`src/design/core_clk_pkg.sv`:
```
// Package with register map, field layout and rate constants for the core clock control block.
package core_clk_pkg;

	localparam logic [15:0] CORE_RATE_SELECT_ADDR     = 16'hE220;
	localparam logic [15:0] SUBSYSTEM_CLOCK_GATE_ADDR = 16'hE280;

	localparam int          SEL_W          = 5;
	localparam logic [4:0]  SEL_RESET      = 5'h00;
	localparam logic [4:0]  SEL_BASE       = 5'h00;
	localparam logic [4:0]  SEL_DOUBLE     = 5'h01;
	localparam logic [4:0]  SEL_FOURFOLD   = 5'h02;
	localparam logic [4:0]  SEL_IN_FIRST   = 5'h03;
	localparam logic [4:0]  SEL_IN_LAST    = 5'h0E;
	localparam logic [4:0]  SEL_OUT_FIRST  = 5'h0F;
	localparam logic [4:0]  SEL_OUT_LAST   = 5'h1A;
	localparam logic [4:0]  SEL_SPDIF      = 5'h1B;
	localparam int          PAIRS          = 12;

	localparam int          GATE_W         = 9;
	localparam logic [8:0]  GATE_RESET     = 9'h000;
	localparam int          GATE_ROUTING   = 0;
	localparam int          GATE_SER_IN    = 1;
	localparam int          GATE_SER_OUT   = 2;
	localparam int          GATE_SRC_LO    = 3;
	localparam int          GATE_SRC_HI    = 4;
	localparam int          GATE_CORE      = 5;
	localparam int          GATE_SPDIF_RX  = 6;
	localparam int          GATE_SPDIF_TX  = 7;
	localparam int          GATE_AUX_ADC   = 8;

	localparam int          CORE_PER_BASE     = 3584;
	localparam int          CORE_PER_DOUBLE   = 1792;
	localparam int          CORE_PER_FOURFOLD = 896;
	localparam int          PLL_MULT          = 56;

	typedef struct packed {
		logic        wr;
		logic        rd;
		logic [15:0] addr;
		logic [15:0] wdata;
	} reg_req_t;

	typedef struct packed {
		logic [PAIRS-1:0] ser_in;
		logic [PAIRS-1:0] ser_out;
		logic             spdif;
	} frame_sync_t;

endpackage : core_clk_pkg

```
`src/design/pulse_select.sv`:
```
// Start pulse multiplexer: internal rate ticks and synchronised frame-sync edges.
module pulse_select
(
	input  wire logic                       clk,
	input  wire logic                       rst_n,
	input  wire logic [4:0]                 sel,
	input  wire logic [2:0]                 rate_tick,
	input  wire core_clk_pkg::frame_sync_t  sync_in,
	output logic                            start_pulse,
	output logic                            core_disabled
);

	localparam int N = 2 * core_clk_pkg::PAIRS + 1;

	logic [N-1:0] s1_q;
	logic [N-1:0] s2_q;
	logic [N-1:0] s3_q;
	logic [N-1:0] lvl_q;
	logic [N-1:0] rise;

	// Three-stage sync; a level counts once stages two and three agree.
	always_ff @(posedge clk or negedge rst_n)
	begin
		if (!rst_n)
		begin
			s1_q  <= '0;
			s2_q  <= '0;
			s3_q  <= '0;
			lvl_q <= '0;
		end
		else
		begin
			s1_q <= sync_in;
			s2_q <= s1_q;
			s3_q <= s2_q;
			for (int i = 0; i < N; i++)
				if (s2_q[i] == s3_q[i])
					lvl_q[i] <= s3_q[i];
		end
	end

	genvar g;
	generate
		for (g = 0; g < N; g++)
		begin : g_edge
			assign rise[g] = (s2_q[g] == s3_q[g]) && s3_q[g] && !lvl_q[g];
		end
	endgenerate

	// Sync vector order: spdif at bit 0, outputs at 1..12, inputs at 13..24.
	always_comb
	begin
		start_pulse   = 1'b0;
		core_disabled = 1'b0;
		if (sel <= core_clk_pkg::SEL_FOURFOLD)
			start_pulse = rate_tick[sel[1:0]];
		else if (sel <= core_clk_pkg::SEL_IN_LAST)
			start_pulse = rise[5'(sel - core_clk_pkg::SEL_IN_FIRST) + 5'd13];
		else if (sel <= core_clk_pkg::SEL_OUT_LAST)
			start_pulse = rise[5'(sel - core_clk_pkg::SEL_OUT_FIRST) + 5'd1];
		else if (sel == core_clk_pkg::SEL_SPDIF)
			start_pulse = rise[0];
		else
			core_disabled = 1'b1;
	end

endmodule : pulse_select

```
`src/design/core_rate_and_clock_gating.sv`:
```
// Top of the core start pulse selection and subsystem clock gating block.

// How it works
// - Core start pulse comes from exactly one selected source.
// - Reset selects the base rate; a base period is 3584 core clock cycles.
// - Gate bit 0 stops the master clock to its subsystem; 1 passes it.
// - Bits 8..5: aux converters, transmitter, receiver, core.
// - Bits 4..0: converters 7-4, 3-0, serial out, serial in, routing.
// - All gate bits reset to zero.
// - Select field is bits 4..0, resets zero; codes 0..2 internal rates.
// - Codes 3..14 pick serial input pairs 0..11.
// - Codes 15..26 pick serial output pairs 0..11.
// - Code 27 picks the receiver's recovered frame sync.
// - Codes 28..31 give no start pulse; core disabled.
// - A selected pair's pulse follows its frame-sync clock.
// - Core clock is the 64x base clock multiplied by 56.
module core_rate_and_clock_gating
#(
	parameter int BASE_DIV = core_clk_pkg::CORE_PER_BASE
)
(
	input  wire logic                       clk,
	input  wire logic                       rst_b,
	input  wire core_clk_pkg::reg_req_t     req,
	output logic [15:0]                     rdata,
	input  wire core_clk_pkg::frame_sync_t  frame_sync,
	output logic                            start_pulse,
	output logic                            core_disabled,
	output logic [8:0]                      clk_enable,
	output logic                            core_clk_en
);

	localparam int RATE_DIV_W = $clog2(BASE_DIV);

	logic                 rst_m_q;
	logic                 rst_n;
	logic [4:0]           sel_q;
	logic [8:0]           gate_q;
	logic [RATE_DIV_W-1:0] div_q;
	logic [2:0]           rate_tick;
	logic [15:0]          rdata_q;

	//////////////////////////////////////////////////////////////////////////
	// Register decode shared by the write logic and the checks.
	function automatic logic reg_hit
	(
		input logic        strobe,
		input logic [15:0] addr,
		input logic [15:0] reg_addr
	);
		return strobe && addr == reg_addr;
	endfunction : reg_hit

	//////////////////////////////////////////////////////////////////////////
	// Reset release through two flip-flops.
	always_ff @(posedge clk or negedge rst_b)
	begin
		if (!rst_b)
		begin
			rst_m_q <= 1'b0;
			rst_n   <= 1'b0;
		end
		else
		begin
			rst_m_q <= 1'b1;
			rst_n   <= rst_m_q;
		end
	end

	//////////////////////////////////////////////////////////////////////////
	// Registers.
	always_ff @(posedge clk or negedge rst_n)
	begin
		if (!rst_n)
			sel_q <= core_clk_pkg::SEL_RESET;
		else if (reg_hit(req.wr, req.addr, core_clk_pkg::CORE_RATE_SELECT_ADDR))
			sel_q <= req.wdata[4:0];
	end

	always_ff @(posedge clk or negedge rst_n)
	begin
		if (!rst_n)
			gate_q <= core_clk_pkg::GATE_RESET;
		else if (reg_hit(req.wr, req.addr, core_clk_pkg::SUBSYSTEM_CLOCK_GATE_ADDR))
			gate_q <= req.wdata[8:0];
	end

	always_ff @(posedge clk or negedge rst_n)
	begin
		if (!rst_n)
			rdata_q <= 16'h0000;
		else if (req.rd)
		begin
			case (req.addr)
				core_clk_pkg::CORE_RATE_SELECT_ADDR:     rdata_q <= {11'h000, sel_q};
				core_clk_pkg::SUBSYSTEM_CLOCK_GATE_ADDR: rdata_q <= {7'h00, gate_q};
				default:                                 rdata_q <= 16'h0000;
			endcase
		end
	end

	assign rdata = rdata_q;

	//////////////////////////////////////////////////////////////////////////
	// Internal rate ticks: one core-clock cycle stands for one core instruction,
	// so a frame spans 3584, 1792 or 896 cycles of clk.
	always_ff @(posedge clk or negedge rst_n)
	begin
		if (!rst_n)
			div_q <= '0;
		else if (!gate_q[core_clk_pkg::GATE_CORE])
			div_q <= '0;
		else if (div_q == RATE_DIV_W'(BASE_DIV - 1))
			div_q <= '0;
		else
			div_q <= div_q + 1'b1;
	end

	assign rate_tick[0] = gate_q[core_clk_pkg::GATE_CORE] && div_q == '0;
	assign rate_tick[1] = gate_q[core_clk_pkg::GATE_CORE]
		&& (div_q == '0 || div_q == RATE_DIV_W'(BASE_DIV / 2));
	assign rate_tick[2] = gate_q[core_clk_pkg::GATE_CORE] && (div_q == '0
		|| div_q == RATE_DIV_W'(BASE_DIV / 4) || div_q == RATE_DIV_W'(BASE_DIV / 2)
		|| div_q == RATE_DIV_W'(3 * BASE_DIV / 4));

	//////////////////////////////////////////////////////////////////////////
	// Start pulse selection.
	pulse_select u_sel
	(
		.clk           (clk),
		.rst_n         (rst_n),
		.sel           (sel_q),
		.rate_tick     (rate_tick),
		.sync_in       (frame_sync),
		.start_pulse   (start_pulse),
		.core_disabled (core_disabled)
	);

	// Gate enables map one to one onto the subsystems.
	assign clk_enable  = gate_q;
	assign core_clk_en = gate_q[core_clk_pkg::GATE_CORE];

	//////////////////////////////////////////////////////////////////////////
	// Checks.
	a_gate_reset: assert property (@(posedge clk) $rose(rst_n) |-> clk_enable == 9'h000)
		else $error("gates not cleared at reset");
	a_sel_write: assert property (@(posedge clk) disable iff (!rst_n)
		req.wr && req.addr == core_clk_pkg::CORE_RATE_SELECT_ADDR
		|=> sel_q == $past(req.wdata[4:0]))
		else $error("select write lost");
	a_gate_write: assert property (@(posedge clk) disable iff (!rst_n)
		req.wr && req.addr == core_clk_pkg::SUBSYSTEM_CLOCK_GATE_ADDR
		|=> clk_enable == $past(req.wdata[8:0]))
		else $error("gate write lost");
	a_no_pulse: assert property (@(posedge clk) disable iff (!rst_n)
		sel_q >= 5'h1C |-> !start_pulse && core_disabled)
		else $error("pulse while disabled");
	a_reserved_zero: assert property (@(posedge clk) disable iff (!rst_n)
		$past(req.rd) |-> rdata[15:9] == 7'h00)
		else $error("reserved bits not zero");
	a_core_gate: assert property (@(posedge clk) disable iff (!rst_n)
		reg_hit(req.wr, req.addr, core_clk_pkg::SUBSYSTEM_CLOCK_GATE_ADDR)
		|=> core_clk_en == $past(req.wdata[5]))
		else $error("core gate bit wrong");
	a_base_period: assert property (@(posedge clk) disable iff (!rst_n)
		rate_tick[0] && gate_q[5] ##1 gate_q[5] [*8] |-> !rate_tick[0])
		else $error("base tick too early");
	a_tick_gated: assert property (@(posedge clk) disable iff (!rst_n)
		!gate_q[5] |-> rate_tick == 3'b000)
		else $error("tick without core clock");
	a_sel_reset: assert property (@(posedge clk)
		$rose(rst_n) |-> sel_q == core_clk_pkg::SEL_RESET)
		else $error("select not cleared at reset");
	a_read_select: assert property (@(posedge clk) disable iff (!rst_n)
		$past(req.rd) && $past(req.addr) == core_clk_pkg::CORE_RATE_SELECT_ADDR
		|-> rdata == {11'h000, $past(sel_q)})
		else $error("select read wrong");
	a_read_gate: assert property (@(posedge clk) disable iff (!rst_n)
		$past(req.rd) && $past(req.addr) == core_clk_pkg::SUBSYSTEM_CLOCK_GATE_ADDR
		|-> rdata == {7'h00, $past(clk_enable)})
		else $error("gate read wrong");
	a_unmapped_read: assert property (@(posedge clk) disable iff (!rst_n)
		$past(req.rd) && $past(req.addr) != core_clk_pkg::CORE_RATE_SELECT_ADDR
		&& $past(req.addr) != core_clk_pkg::SUBSYSTEM_CLOCK_GATE_ADDR |-> rdata == 16'h0000)
		else $error("unmapped read not zero");
	a_gate_hold: assert property (@(posedge clk) disable iff (!rst_n)
		!reg_hit(req.wr, req.addr, core_clk_pkg::SUBSYSTEM_CLOCK_GATE_ADDR)
		|=> $stable(clk_enable))
		else $error("gate changed without write");
	a_enabled_level: assert property (@(posedge clk) disable iff (!rst_n)
		sel_q <= core_clk_pkg::SEL_SPDIF |-> !core_disabled)
		else $error("core disabled on a live code");
	a_base_source: assert property (@(posedge clk) disable iff (!rst_n)
		sel_q == core_clk_pkg::SEL_BASE |-> start_pulse == rate_tick[0])
		else $error("base rate not routed");

	//////////////////////////////////////////////////////////////////////////
	// Tick spacing watch: while the core clock runs each internal rate ticks
	// once per full, half or quarter frame; a gate-off restarts the count.
	genvar t;
	generate
		for (t = 0; t < 3; t++)
		begin : g_tick_watch
			localparam int PERIOD = BASE_DIV >> t;

			logic [RATE_DIV_W-1:0] gap_q;
			logic                  seen_q;

			always_ff @(posedge clk or negedge rst_n)
			begin
				if (!rst_n)
				begin
					gap_q  <= '0;
					seen_q <= 1'b0;
				end
				else if (!gate_q[core_clk_pkg::GATE_CORE])
				begin
					gap_q  <= '0;
					seen_q <= 1'b0;
				end
				else if (rate_tick[t])
				begin
					gap_q  <= '0;
					seen_q <= 1'b1;
				end
				else
					gap_q <= gap_q + 1'b1;
			end

			a_tick_spacing: assert property (@(posedge clk) disable iff (!rst_n)
				rate_tick[t] && seen_q |-> gap_q == RATE_DIV_W'(PERIOD - 1))
				else $error("rate tick spacing wrong");
		end
	endgenerate

endmodule : core_rate_and_clock_gating

```
`config.mk`:
```
export PLATFORM = sky130hd
export DESIGN_NAME = core_rate_and_clock_gating
export DESIGN_NICKNAME = d
export VERILOG_FILES = /design/src/design/core_clk_pkg.sv /design/src/design/pulse_select.sv /design/src/design/core_rate_and_clock_gating.sv
export SDC_FILE = /design/constraint.sdc
export NUM_CORES = 1
export LEC_CHECK = 0
export BUFFER_PORTS_ARGS = -buffer_cell sky130_fd_sc_hd__buf_2
export CORE_MARGIN = 3
export CORE_UTILIZATION = 35
export DETAILED_ROUTE_END_ITERATION = 10
export PLACE_DENSITY = 0.64
export SYNTH_ARGS = -nofsm -noshare
export SYNTH_HDL_FRONTEND = slang
export SYNTH_HIERARCHICAL = 1
export SYNTH_SLANG_ARGS = --single-unit
```
`constraint.sdc`:
```
create_clock -name clk -period 9.98 [get_ports clk]
set_input_delay 0.499 -clock clk [delete_from_list [all_inputs] [get_ports clk]]
set_output_delay 0.499 -clock clk [all_outputs]
set_load 0.01 [all_outputs]
```
==> results by stage, run 1 <==
Timing:
- The least setup slack across all paths after layout is approximately 6000 ps.
- The final hold violation count came to 0.
- At the pin with the least slew margin, the transition time is approximately 990 ps.
- The number of max-slew violations in the final report is 0.
- The post-route clock skew is 6.45 ps.
- The max-slew headroom at the worst pin is about a third.
- The final period utilization is approximately two fifths.
- Setup total negative slack on the finished layout was measured at 0 ps.
- Based on the critical path, the design can be clocked at up to ~250 MHz.
- Setup violations remaining at the end of the flow were counted as 0.
- The smallest clock period supported by the final layout is computed as approximately 4000 ps.
- Setup repair after global routing left no endpoint under its margin.

Layout:
- The multi-input combinational cells in the finished layout cover a total of about 2000 um2.
- The register area is 3430 um2.
- The top cell types in the final layout, fill and taps aside, are dfrtp_1, buf_2, mux2_2.
- The share of final-layout standard cells stronger than drive strength 1 is between 30% and 40%.
- For this run, the post-layout net count is 589.
- The final-layout fill cell count is 1,414.
- The finished cells cover just under 7000 um2.
- Leaving out fill and tap cells, the most frequent cell in the layout is dfrtp_1.
- The repair_antennas step left the layout with diodes totalling 0.
- The post-synthesis to final-layout area growth is 21.1%.

Critical path:
- The largest fanout on the critical path is 17.
- The class of the most critical setup path is flip-flop to output pin.
- The launching element type of the critical path is a flip-flop.
- The worst setup path is captured at an output pin.
- In this run the worst setup path begins at sel_q[1].
- The reg-to-reg startpoint is rst_n.
- STA puts the critical path data arrival time at 3460 ps.
- The worst path required time is 9480 ps.

Run status:
- The run finished with clean final reports.

Place:
- The detailed placement HPWL is 7020 um.
- The weighted congestion at the end of routability-driven global placement is a little under 0.8.
- The worst-case setup slack after placement is roughly 6500 ps.
- The number of port buffers is 74.
- The cell area reported after detailed placement is between 6000 and 7000 um2.

Power:
- The analysis attributes to cell leakage a power of between 0.003 and 0.004 uW.
- The worst ir drop on vdd is between 0.1 and 0.15 mV.
- The total power divided by cell area is roughly 190 nW/um2.

GRT:
- Entering global routing, the biggest net connects 85 pins.
- The final global-route overflow total is 0.
- The first-pass GRT wire length is approximately 17,000 um.
- The number of antenna violations at the first check in global routing is 0.
- The via count of the first global-routing pass is between 3,000 and 4,000.
- Across every metal layer, demand over resource in global routing totals 12.4%.

Detailed routing:
- The vias after detailed routing is between 3,000 and 4,000.
- The met2 wire length is about 5000 um.
- The number of nets with antenna violations after routing is 0.
- The detailed-route DRC error count is 0.
- The initial detailed-routing violation count is ~150.
- The highest metal layer carrying signal wires in the routed design is met4.
- After detailed routing, the number of vias per cell comes to approximately 4.8.
- Summed over all nets, wire length on met3 after detailed routing comes to 607 um.
- The routed wire length per instance is roughly 14 um.
- The detailed router put a total of about 4200 um of wire on met1.
- The total iterations of the first detailed-routing run is 4.
- The detailed-route wire length is between 9000 and 10,000 um.

Clock tree:
- The number of CTS-inserted buffers is 17.
- The clock root buffer is clkbuf_16.
- The number of H-tree levels is 4.
- The number of hold buffers added after CTS was 1.
- The number of gates given a new drive strength after cts is 0.
- The buffer count from post-CTS setup fixing is 0.
- The later pin in the worst-skew pair is clocked with a latency of slightly above 400 ps.
- The clock passes through at most 2 buffers.
- The clock transition at the register clock pins on the worst setup and hold paths after CTS is approximately 60 ps.
- The clock tree from TritonCTS is built.
- The clock drives around 140 sinks.

Floorplanning:
- The total I/O pin count is 89.
- The area of the core is around 15,000 um2.
- The area enclosed by the die boundary is 17,400 um2.
- For this configuration, the core starts out at a cell density of a little over a third.
- After floorplanning, the core was divided into 45 placement rows.
- Measured along the x axis, the die boundary spans 132 um.
- The die boundary height is 132 um.

Min path:
- In this run the most critical hold path is launched from frame_sync[19].
- The class of the most critical hold timing path is input pin to flip-flop.

Synth:
- The fraction of the yosys area taken by sequential cells is about three fifths.
- After synthesis, the cell types taking the most area are dfrtp_1, mux2_2, ha_1.
- Yosys mapped a number of flops with a built-in enable equal to 0.
- The most used flip-flop cell after synthesis is dfrtp_1.
- The async set-reset flop share out of synthesis is 100%.
- The share of synthesized area in the top cell type comes to just over 60%.
- The flip-flop and latch count after synthesis is around 140.
- After synthesis the cells add up to roughly 5600 um2.
- The post-synthesis cell type with the largest combined area is dfrtp_1.
- Synthesis produced slightly above 400 cells.
- Each instance of the synthesized netlist takes up on average 13.5 um2.
- The number of distinct library cells after synthesis is 56.
- The total of warnings raised by yosys is 6.

Flow run:
- The max-capacitance violation count is 0.
==> kinds of logic (layout without fill, tap and decap cells) <==
group | count (synthesis) | count (layout) | synth area share (%)
flops | 137 | 137 | 61.6
simple gates | 111 | 111 | 12.2
compound gates | 45 | 45 | 5.94
mux | 40 | 40 | 8.07
buf+inv | 35 | 126 | 3.26
fa+ha+maj | 30 | 30 | 6.75
xor+xnor | 13 | 13 | 2.05
other cells | 2 | 8 | 0.135
==> area by class of cell <==
class | count | area share (%)
Sequential cell | 137 | 50.9
Multi-Input combinational cell | 247 | 29.3
Clock buffer | 18 | 6.52
Timing Repair Buffer | 76 | 5.76
Tap cell | 211 | 3.92
Clock inverter | 13 | 2.47
Inverter | 19 | 1.06
==> stage by stage <==
stage,hold WS (ps),power (uW),util (%),instances
6_report,184,1300,43.8,721
5_1_grt,162,1360,43.8,721
4_1_cts,163,1320,43.8,721
3_5_place_dp,286,675,39.8,689
3_3_place_gp,284,671,39.8,689
2_1_floorplan,203,652,-,419
==> final timing paths <==
path                                   to  slack [ps]  depth (start not counted)
max                           start_pulse        6030                          9
min                        u_sel/s1_q[19]         180                          1
max reg2reg                      div_q[5]        8170                          1
min reg2reg                 u_sel/s2_q[6]         340                          0
max in group asynchronous        div_q[5]        8170                          1
min in group asynchronous  u_sel/lvl_q[7]         360                          0
==> registers in the layout, summed over array words and instances, names as in the netlist <==
signal,flops
div_q,12
u_sel/lvl_q,25
rdata,9
rst_n,1
u_sel/s1_q,25
u_sel/s2_q,25
clk_enable,9
u_sel/s3_q,25
sel_q,5
rst_m_q,1
==> cell usage after synthesis, drive strengths merged, types with 8 or more instances <==
library cell,count
nand2b,10
mux2,39
nand2,14
inv,19
nor2,22
xor2,9
o22ai,9
a22oi,8
dfrtp,137
nand3,17
or3b,11
ha,30
buf,11
==> where the power goes <==
part | internal [uW] | total, uW | switching [uW]
sequential | 587 | 605 | 17.9
clock | 401 | 636 | 235
combinational | 33.0 | 59.4 | 26.4
==> critical path: stages, from the launching register on <==
cell and delay (ps):
dfrtp_1 690, inv_1 160, ha_1 440, nor2b_1 420, o21ai_0 230, o21ai_1 190
a211oi_1 110, a2111oi_0 460, nor3_1 170, buf_2 170
==> layer usage <==
metal  vias up  global-route usage (%)
met4         0                    6.01
met1      1687                    14.1
met3        22                    4.39
li1       1625                       -
met2       122                    20.8
met5         -                       0
No activity file was read; power rests on OpenSTA's default activity.
==> run 2, diff against run 1 <==
--- a/config.mk
+++ b/config.mk
@@ -5,6 +5,7 @@
 export SDC_FILE = /design/constraint.sdc
 export NUM_CORES = 1
 export LEC_CHECK = 0
+export ABC_AREA = 1
 export BUFFER_PORTS_ARGS = -buffer_cell sky130_fd_sc_hd__buf_2
 export CORE_MARGIN = 3
 export CORE_UTILIZATION = 35
==> constraint.sdc (replaced) <==
create_clock -name clk -period 3.87 [get_ports clk]
set_input_delay 0.1935 -clock clk [delete_from_list [all_inputs] [get_ports clk]]
set_output_delay 0.1935 -clock clk [all_outputs]
set_load 0.01 [all_outputs]
==> run 2 against run 1 <==
  * Non-clock buffer count increased by 25
  * Clock power increased by 130%
  * Power increased by 150%
  * Sequential power increased to 2.6 times the previous value
  * Critical path depth increased by 6
  * Critical path type unchanged
  * Largest cell class unchanged
==> results by stage, run 2 <==
Clock tree:
- The clock latency of the later-clocked register in the worst-skew pair came to 420 ps (about the same).
- The clock root buffer is clkbuf_16.
- The clock tree from TritonCTS is built.
- The buffer count from post-CTS setup fixing is 0 (unchanged).
- The clock transition at the register clock pins on the worst setup and hold paths after CTS is 60 ps (about the same).
- The number of CTS-inserted buffers is 17 (unchanged).
- The number of gates given a new drive strength after cts was 0 (unchanged).
- The number of H-tree levels came to 4 (unchanged).
- The maximum clock path buffer count was 2 (unchanged).
- The total number of clock tree sinks came to 137 (unchanged).

Synth:
- The flip-flop cell with the highest count after synthesis is dfrtp_1.
- The summed instance area of the synthesized netlist was 5670 um2 (+1.9%).
- After synthesis, the cell types taking the most area are dfrtp_1, nand2_1, ha_1.
- The adder-cell share of the synthesized area is 6.62% (-0.13 points).
- The share of Yosys cell area claimed by the top area cell type was 60.5% (-1.2 points).
- The count of mapped cells out of synthesis was 524 (+27%).
- The async set-reset flop share out of synthesis is 100% (unchanged).
- The largest total area in the synthesized netlist belongs to dfrtp_1.
- The share of the synthesized area in compound gates (AO/OA/AOI/OAI) is 4.48% (-1.5 points).
- The fraction of the yosys area taken by sequential cells is 60.5% (-1.2 points).
- The mean post-synth cell area is 10.8 um2 (-20%).
- dfrtp_1 is the most common cell in the netlist.
- The fraction of synthesized area in multiplexers is 4.57% (-3.5 points).
- The flip-flop and latch count after synthesis is 137 (unchanged).
- In the synthesized netlist, the cells that appear most often are dfrtp_1, nand2_1, inv_1.
- The post-synthesis xor/xnor area fraction is 1.08% (-0.97 points).
- The total of warnings raised by yosys is 6 (unchanged).
- The number of enable flip-flop cells after synthesis is 0 (unchanged).
- After synthesis, the largest family of logic cells by area is simple AND/OR/NAND/NOR gates.
- The number of distinct library cells after synthesis is 36 (-36%).
- The simple logic cell fraction of the synthesized area came to 17.6% (+5.4 points).

Timing:
- The pin slew with the least headroom to its limit came to 815 ps (-174 ps).
- The maximum clock frequency is roughly 370 MHz.
- The final hold violation count is 0 (unchanged).
- The max-slew headroom at the worst pin is 45.6% (+12 points).
- Setup repair after global routing left no endpoint under its margin.
- After layout, the worst path uses a little over two thirds of the clock period.
- The number of max-slew violations in the final report is 0 (unchanged).
- The post-route clock skew is 3.13 ps (-3.32 ps).
- The setup violation total in the final timing report is 0 (unchanged).
- The accumulated negative setup slack is 0 ps (unchanged).
- The clock period could shrink to roughly 2700 ps.

Critical path:
- The signal on the critical path passes through inv_2 > ha_1 > inv_1 > nand2_1 > nor2_1 > nand2_1 > nand2_1 > nand2_1 > nand3_1 > nand2_1 > nand2_1 > nand2_1 > nand2_1 > nand2_1 > buf_2.
- The signal arrival time at the worst endpoint was 2520 ps (-940 ps).
- STA classifies the critical path startpoint as a flip-flop.
- The highest cell delay on the worst timing path is 550 ps (-140 ps).
- The register-to-register path setup slack is 2430 ps (-5740 ps).
- STA classifies the critical path endpoint as an output pin.
- The class of the most critical setup path is flip-flop to output pin.
- The worst path required time is 3680 ps (-5800 ps).
- The largest fanout on the critical path is 9 (-8).
- The critical-path cell with the highest stage delay is dfrtp_1.
- Counting stages on the worst path, the most repeated cell is nand2_1.
- The path depth of the worst reg2reg path came to 6 (+5).

GRT:
- The maximum number of pins on one net before global-route repair is 74 (-13%).
- The number of antenna violations at the first check in global routing is 0 (unchanged).
- The via count of the first global-routing pass is 3,896 (+8.1%).
- The first-pass GRT wire length is 17,500 um (+1.7%).
- The global-route usage over all layers is 12.2% (-0.16 points).
- The final global-route overflow total is 0 (unchanged).

Power:
- The net switching fraction of the power is 22.5% (+1.0 points).
- The clock group share of total power came to 46.3% (-2.6 points).
- The switching component of the power is 725 uW (+160%).
- The share of total power in combinational logic came to 5.2% (+0.6 points).
- The total power divided by cell area is 455 nW/um2 (+140%).
- The cell internal power dissipation came to 2500 uW (+140%).
- The leakage power summed over all cells is 0.00347 uW (+13%).
- The sequential power share was 48.5% (+2.0 points).
- The worst ir drop on vdd was 0.320 mV (+150%).

Layout:
- The post-layout net count is 729 (+24%).
- In the layout the commonest cells are dfrtp_1, nand2_1, buf_2.
- The final-layout fill cell count is 1,436 (+1.6%).
- From synthesis to final layout, the design area changed by 24.7%.
- The area taken by multi-input logic gates is 1980 um2 (+0.13%).
- The share of the core filled with cells in the final layout is 45.5% (+1.7 points).
- The register area was 3430 um2 (unchanged).
- The antenna diode instance count is 0 (unchanged).
- The most common cell after layout, fill and taps aside is dfrtp_1.
- The share of final-layout standard cells stronger than drive strength 1 came to 23.8% (-7.6 points).

Min path:
- The worst hold path cell count is 3 (+2).
- The worst hold path belongs to the class input pin to flip-flop.

Detailed routing:
- The detailed-route DRC error count is 0 (unchanged).
- The total iterations of the first detailed-routing run is 4 (unchanged).
- The number of nets with antenna violations after routing is 0 (unchanged).
- The per-cell via count in the routed design is 4.42 (-7.7%).
- The detailed-route wire length is 10,000 um (+0.45%).
- The initial detailed-routing violation count is 208 (+35%).
- The routed wire length per instance is 11.6 um (-16%).
- The vias after detailed routing is 3,813 (+10%).

Run status:
- The run finished with clean final reports.

Floorplanning:
- The area of the core was 15,500 um2 (+1.1%).
- The die boundary height is 133 um (+0.92%).
- The area enclosed by the die boundary came to 17,800 um2 (+1.8%).
- The die width is 133 um (+0.92%).
- The initial core utilization is 36.5% (+0.30 points).
- The total I/O pin count was 89 (unchanged).
- The row count is 45 (unchanged).

Flow run:
- The max-capacitance violation count is 0 (unchanged).

Place:
- The number of port buffers is 74 (unchanged).
- The detailed placement HPWL was 7040 um (+0.20%).
- The weighted congestion at the end of routability-driven global placement is 0.850 (+9.7%).
run 2: cell count changes after synthesis, sizes merged, moves of 5 or more:
cell	before	now
o21ai	6	24
or3b	11	0
mux2	39	23
nand2	14	128
a22oi	8	0
nand2b	10	0
nand3b	2	7
nor2	22	51
clkbuf	5	0
o22ai	9	0
nand3	17	22
a21oi	3	8
inv	19	51
run 2: routing by layer:
metal | global-route usage [%] | wire length (um) | share of wire [%] | up-vias
li1 | - | - | - | 1896
met2 | 19.5 | 4730 | 47 | 109
met3 | 3.25 | 604 | 6.0 | 19
met1 | 15.4 | 4480 | 45 | 1789
met5 | 0 | 0 | 0 | -
met4 | 6.29 | 226 | 2.3 | 0
run 2: through the flow:
| step | setup slack (ps) | hold slack, ps | total power [uW] | instance area [um2] | instances |
|---|---|---|---|---|---|
| after detailed placement | 1590 | -18.2 | 1740 | 6260 | 804 |
| after global routing | 923 | 28.1 | 3370 | 7070 | 862 |
| after global placement | 1630 | -20.4 | 1730 | 6260 | 804 |
| after CTS | 1130 | 15.2 | 3270 | 7070 | 862 |
| after floorplan | 1590 | -102 | 1680 | 5690 | 530 |
| final | 1150 | 26.0 | 3220 | 7070 | 862 |
run 2: worst paths after layout:
kind                                 from              to
min reg2reg                u_sel/s1_q[19]  u_sel/s2_q[19]
max in group asynchronous           rst_n  u_sel/lvl_q[6]
max                              sel_q[1]     start_pulse
min                                req[7]   clk_enable[7]
max reg2reg                      div_q[1]        div_q[9]
min in group asynchronous           rst_b           rst_n
run 2: final cells by class:
type,count,area share [%]
sequential,137,48.5
multi-input combinational,329,28.0
timing repair buffer,101,9.20
clock buffer,19,6.12
tap,211,3.73
inverter,52,2.76
clock inverter,13,1.70
run 2: worst max-delay path: cells and delay by family (launching register included):
kind / cells / cell delay [ps]
adders and majority gates: 1 / 380
buffers and inverters: 3 / 450
and+or+nand+nor: 11 / 720
DFF: 1 / 550
run 2: logic make-up after synthesis:
family,after synthesis
buffers and inverters,64
other,2
XOR/XNOR,7
flip-flops,137
multiplexers,23
adder cells (fa/ha/maj),30
AO/OA/AOI/OAI,38
AND/OR/NAND/NOR,223
run 2: power groups by stage:
stage          logic (uW)  clock network (uW)  registers (uW)
4_1_cts               171                1530            1560
2_1_floorplan        96.8                   0            1580
6_report              168                1490            1560
3_5_place_dp          151                   0            1590
5_1_grt               193                1600            1580
3_3_place_gp          143                   0            1580
run 2: what timing repair did:
item	4_1_cts	5_1_grt
hold endpoints to repair	27	0
hold buffers	26	0
endpoints found under the setup margin	0	0
==> run 3, diff against run 2 <==
==> constraint.sdc (replaced) <==
create_clock -name clk -period 2.5 [get_ports clk]
set_input_delay 0.125 -clock clk [delete_from_list [all_inputs] [get_ports clk]]
set_output_delay 0.125 -clock clk [all_outputs]
set_load 0.01 [all_outputs]
==> run 3 against run 2 <==
  * Die area did not move
  * Largest cell class unchanged
  * Sequential power rose by 54%
  * Global-route usage rose by 0.31 points
  * Critical path type unchanged
  * Setup slack got worse by 940 ps
  * First-iteration DRC count fell by 19%
  * Final cell count rose by 2.1%
  * Non-clock buffer count rose by 18
  * Sequential share of layout area fell by 1.3 points
==> results by stage, run 3 (same netlist as run 2, synthesis figures left out) <==
Run status:
- The run finished with clean final reports.

Layout:
- The post-layout instance area came to 7280 um2 (+2.9%).
- The most common cell after layout, fill and taps aside is dfrtp_1.
- The non-filler instance count after layout was 880 (+2.1%).
- Leaving out fill and tap cells, the most frequent cells in the layout are dfrtp_1, nand2_1, buf_2.
- The share of final-layout standard cells stronger than drive strength 1 is 25.9% (+2.0 points).
- From synthesis to final layout, the design area changed by 28.3%.
- The antenna diode instance count was 0 (unchanged).
- The post-layout net count is 747 (+2.5%).

Place:
- The weighted congestion at the end of routability-driven global placement is 0.817 (-3.8%).
- The cell count after placement is 808 (+0.50%).
- The detailed placement HPWL was 7200 um (+2.3%).
- The worst-case setup slack after placement came to 317 ps (-1270 ps).
- The cell area reported after detailed placement is 6290 um2 (+0.48%).
- The number of port buffers came to 74 (unchanged).

Min path:
- The startpoint of the tightest hold check path is req[32].
- The worst hold path cell count was 3 (unchanged).
- The end of the worst hold path is rdata[4].
- In this run the worst hold path is classified as input pin to flip-flop.

Critical path:
- STA classifies the critical path endpoint as an output pin.
- The setup path with the least slack is of type flip-flop to output pin.
- The reg-to-reg startpoint is div_q[1].
- The worst register-to-register path ends at div_q[5].
- The signal arrival time at the worst endpoint came to 2160 ps (-360 ps).
- The register-to-register path setup slack is 1010 ps (-1420 ps).
- The path depth of the worst reg2reg path is 6 (unchanged).
- The launching element type of the critical path is a flip-flop.
- The worst path required time is 2380 ps (-1300 ps).
- The largest fanout on the critical path is 7 (-2).

Detailed routing:
- The total iterations of the first detailed-routing run is 6 (+2).
- The detailed-route DRC error count is 0 (unchanged).
- The met2 wire length was 4770 um (+0.89%).
- The detailed-route wire length is 10,300 um (+2.2%).
- The vias after detailed routing is 3,916 (+2.7%).
- The initial detailed-routing violation count is 168 (-19%).
- The detailed-route wire length on metal 1 is 4760 um (+6.2%).
- The routed wire length per instance is 11.7 um (+0.14%).
- The per-cell via count in the routed design is 4.45 (+0.60%).
- The highest metal layer carrying signal wires in the routed design is met4.
- The number of nets with antenna violations after routing is 0 (unchanged).
- The met3 wire length is 615 um (+1.8%).

Clock tree:
- TritonCTS built the clock tree.
- The number of CTS-inserted buffers was 17 (unchanged).
- The number of H-tree levels is 4 (unchanged).
- The total number of clock tree sinks is 137 (unchanged).
- The clock transition at the register clock pins on the worst setup and hold paths after CTS was 60 ps (about the same).
- The clock root buffer is clkbuf_16.
- The clock latency of the later-clocked register in the worst-skew pair is 420 ps (about the same).
- The maximum clock path buffer count is 2 (unchanged).

Timing:
- The accumulated negative setup slack is 0 ps (unchanged).
- The setup violation total in the final timing report is 0 (unchanged).
- Static timing analysis puts the maximum clock frequency at 437 MHz.
- The final period utilization is 91.5%.
- The post-route clock skew came to 6.21 ps (+3.07 ps).
- The final hold violation count is 0 (unchanged).
- The least setup slack across all paths after layout is 212 ps (-941 ps).
- The number of max-slew violations in the final report was 0 (unchanged).
- The clock period minus worst slack is between 2000 and 2500 ps.

GRT:
- The maximum number of pins on one net before global-route repair is 63 (-15%).
- The final global-route overflow total was 0 (unchanged).
- The via count of the first global-routing pass is 3,947 (+1.3%).
- The first-pass GRT wire length is 18,000 um (+2.5%).
- The number of antenna violations at the first check in global routing is 0 (unchanged).
- The global-route usage over all layers came to 12.5% (+0.31 points).

Power:
- The total power divided by cell area was 689 nW/um2 (+51%).
- The total design power is 5020 uW (+56%).
- The worst ir drop on vdd is 0.619 mV (+94%).
- The leakage power summed over all cells is 0.00355 uW (+2.2%).

Floorplanning:
- The die width is 133 um (unchanged).
- The row count is 45 (unchanged).
- The initial core utilization is 36.5% (unchanged).
- The area enclosed by the die boundary is 17,800 um2 (unchanged).
- The total I/O pin count came to 89 (unchanged).
- The area of the core is 15,500 um2 (unchanged).
- The die boundary height is 133 um (unchanged).

Flow run:
- The max-capacitance violation count is 0 (unchanged).
run 3: changes by cell type in the layout (fill, tap and decap cells not counted), moves of 2 or more:
cell and delta:
dfrtp_2 +3, clkinv_2 -2, inv_1 -2, nand2_2 +2
dfrtp_1 -3, buf_4 +8, nand2_1 -2, dlygate4sd3_1 +10
run 3: area by class of cell:
| cell class | instances | area, um2 |
|---|---|---|
| Clock buffer | 20 | 437 |
| Clock inverter | 12 | 118 |
| Fill cell | 1415 | 8260 |
| Inverter | 52 | 200 |
| Multi-Input combinational cell | 329 | 2010 |
| Sequential cell | 137 | 3440 |
| Tap cell | 211 | 264 |
| Timing Repair Buffer | 119 | 811 |
run 3: repair_timing:
item,in CTS,in global routing
cloned,0,0
hold buffers,36,0
endpoints found under the setup margin,1,1
hold endpoints to repair,36,0
resized for setup,1,13
setup buffers,2,2
pin swaps,0,2
run 3: through the flow:
step | hold WS (ps) | util (%)
after global routing | 26.3 | 46.8
final | 31.0 | 46.8
after detailed placement | -85.9 | 40.5
after CTS | 5.91 | 46.5
after floorplan | -171 | -
after global placement | -89.1 | 40.5
run 3: layer usage:
layer / vias to the layer above / global-route usage [%]
li1: 1939 / -
met1: 1853 / 15.7
met2: 111 / 19.8
met3: 13 / 5.10
met4: 0 / 4.11
met5: - / 0
run 3: worst max-delay path, stage by stage, from the launching register on:
cell and delay, ps:
dfrtp_2 460, clkinv_4 130, ha_4 250, inv_2 80, nand2_1 60, nor2_1 100, nand2_1 70, nand2_1 90
nand2_1 60, a21oi_1 120, a21oi_1 80, nand2_1 80, nand2_1 50, buf_2 140
run 3: power breakdown:
part / total [uW] / internal (uW) / leakage [uW] / switching, uW
Combinational: 287 / 162 / 0.00162 / 124
Sequential: 2410 / 2340 / 0.00167 / 68.2
Clock: 2320 / 1380 / 0.000258 / 942
Total: 5020 / 3880 / 0.00355 / 1130
run 3: worst max path at each step:
stage | depth (start not counted) | from | endpoint | slack, ps
after floorplan | 0 | rst_n | clk_enable[0] | 220
after global placement | 15 | sel_q[1] | start_pulse | 400
after detailed placement | 15 | sel_q[1] | start_pulse | 320
after CTS | 13 | sel_q[1] | start_pulse | 40
after global routing | 13 | sel_q[1] | start_pulse | -9
final | 13 | sel_q[1] | start_pulse | 210
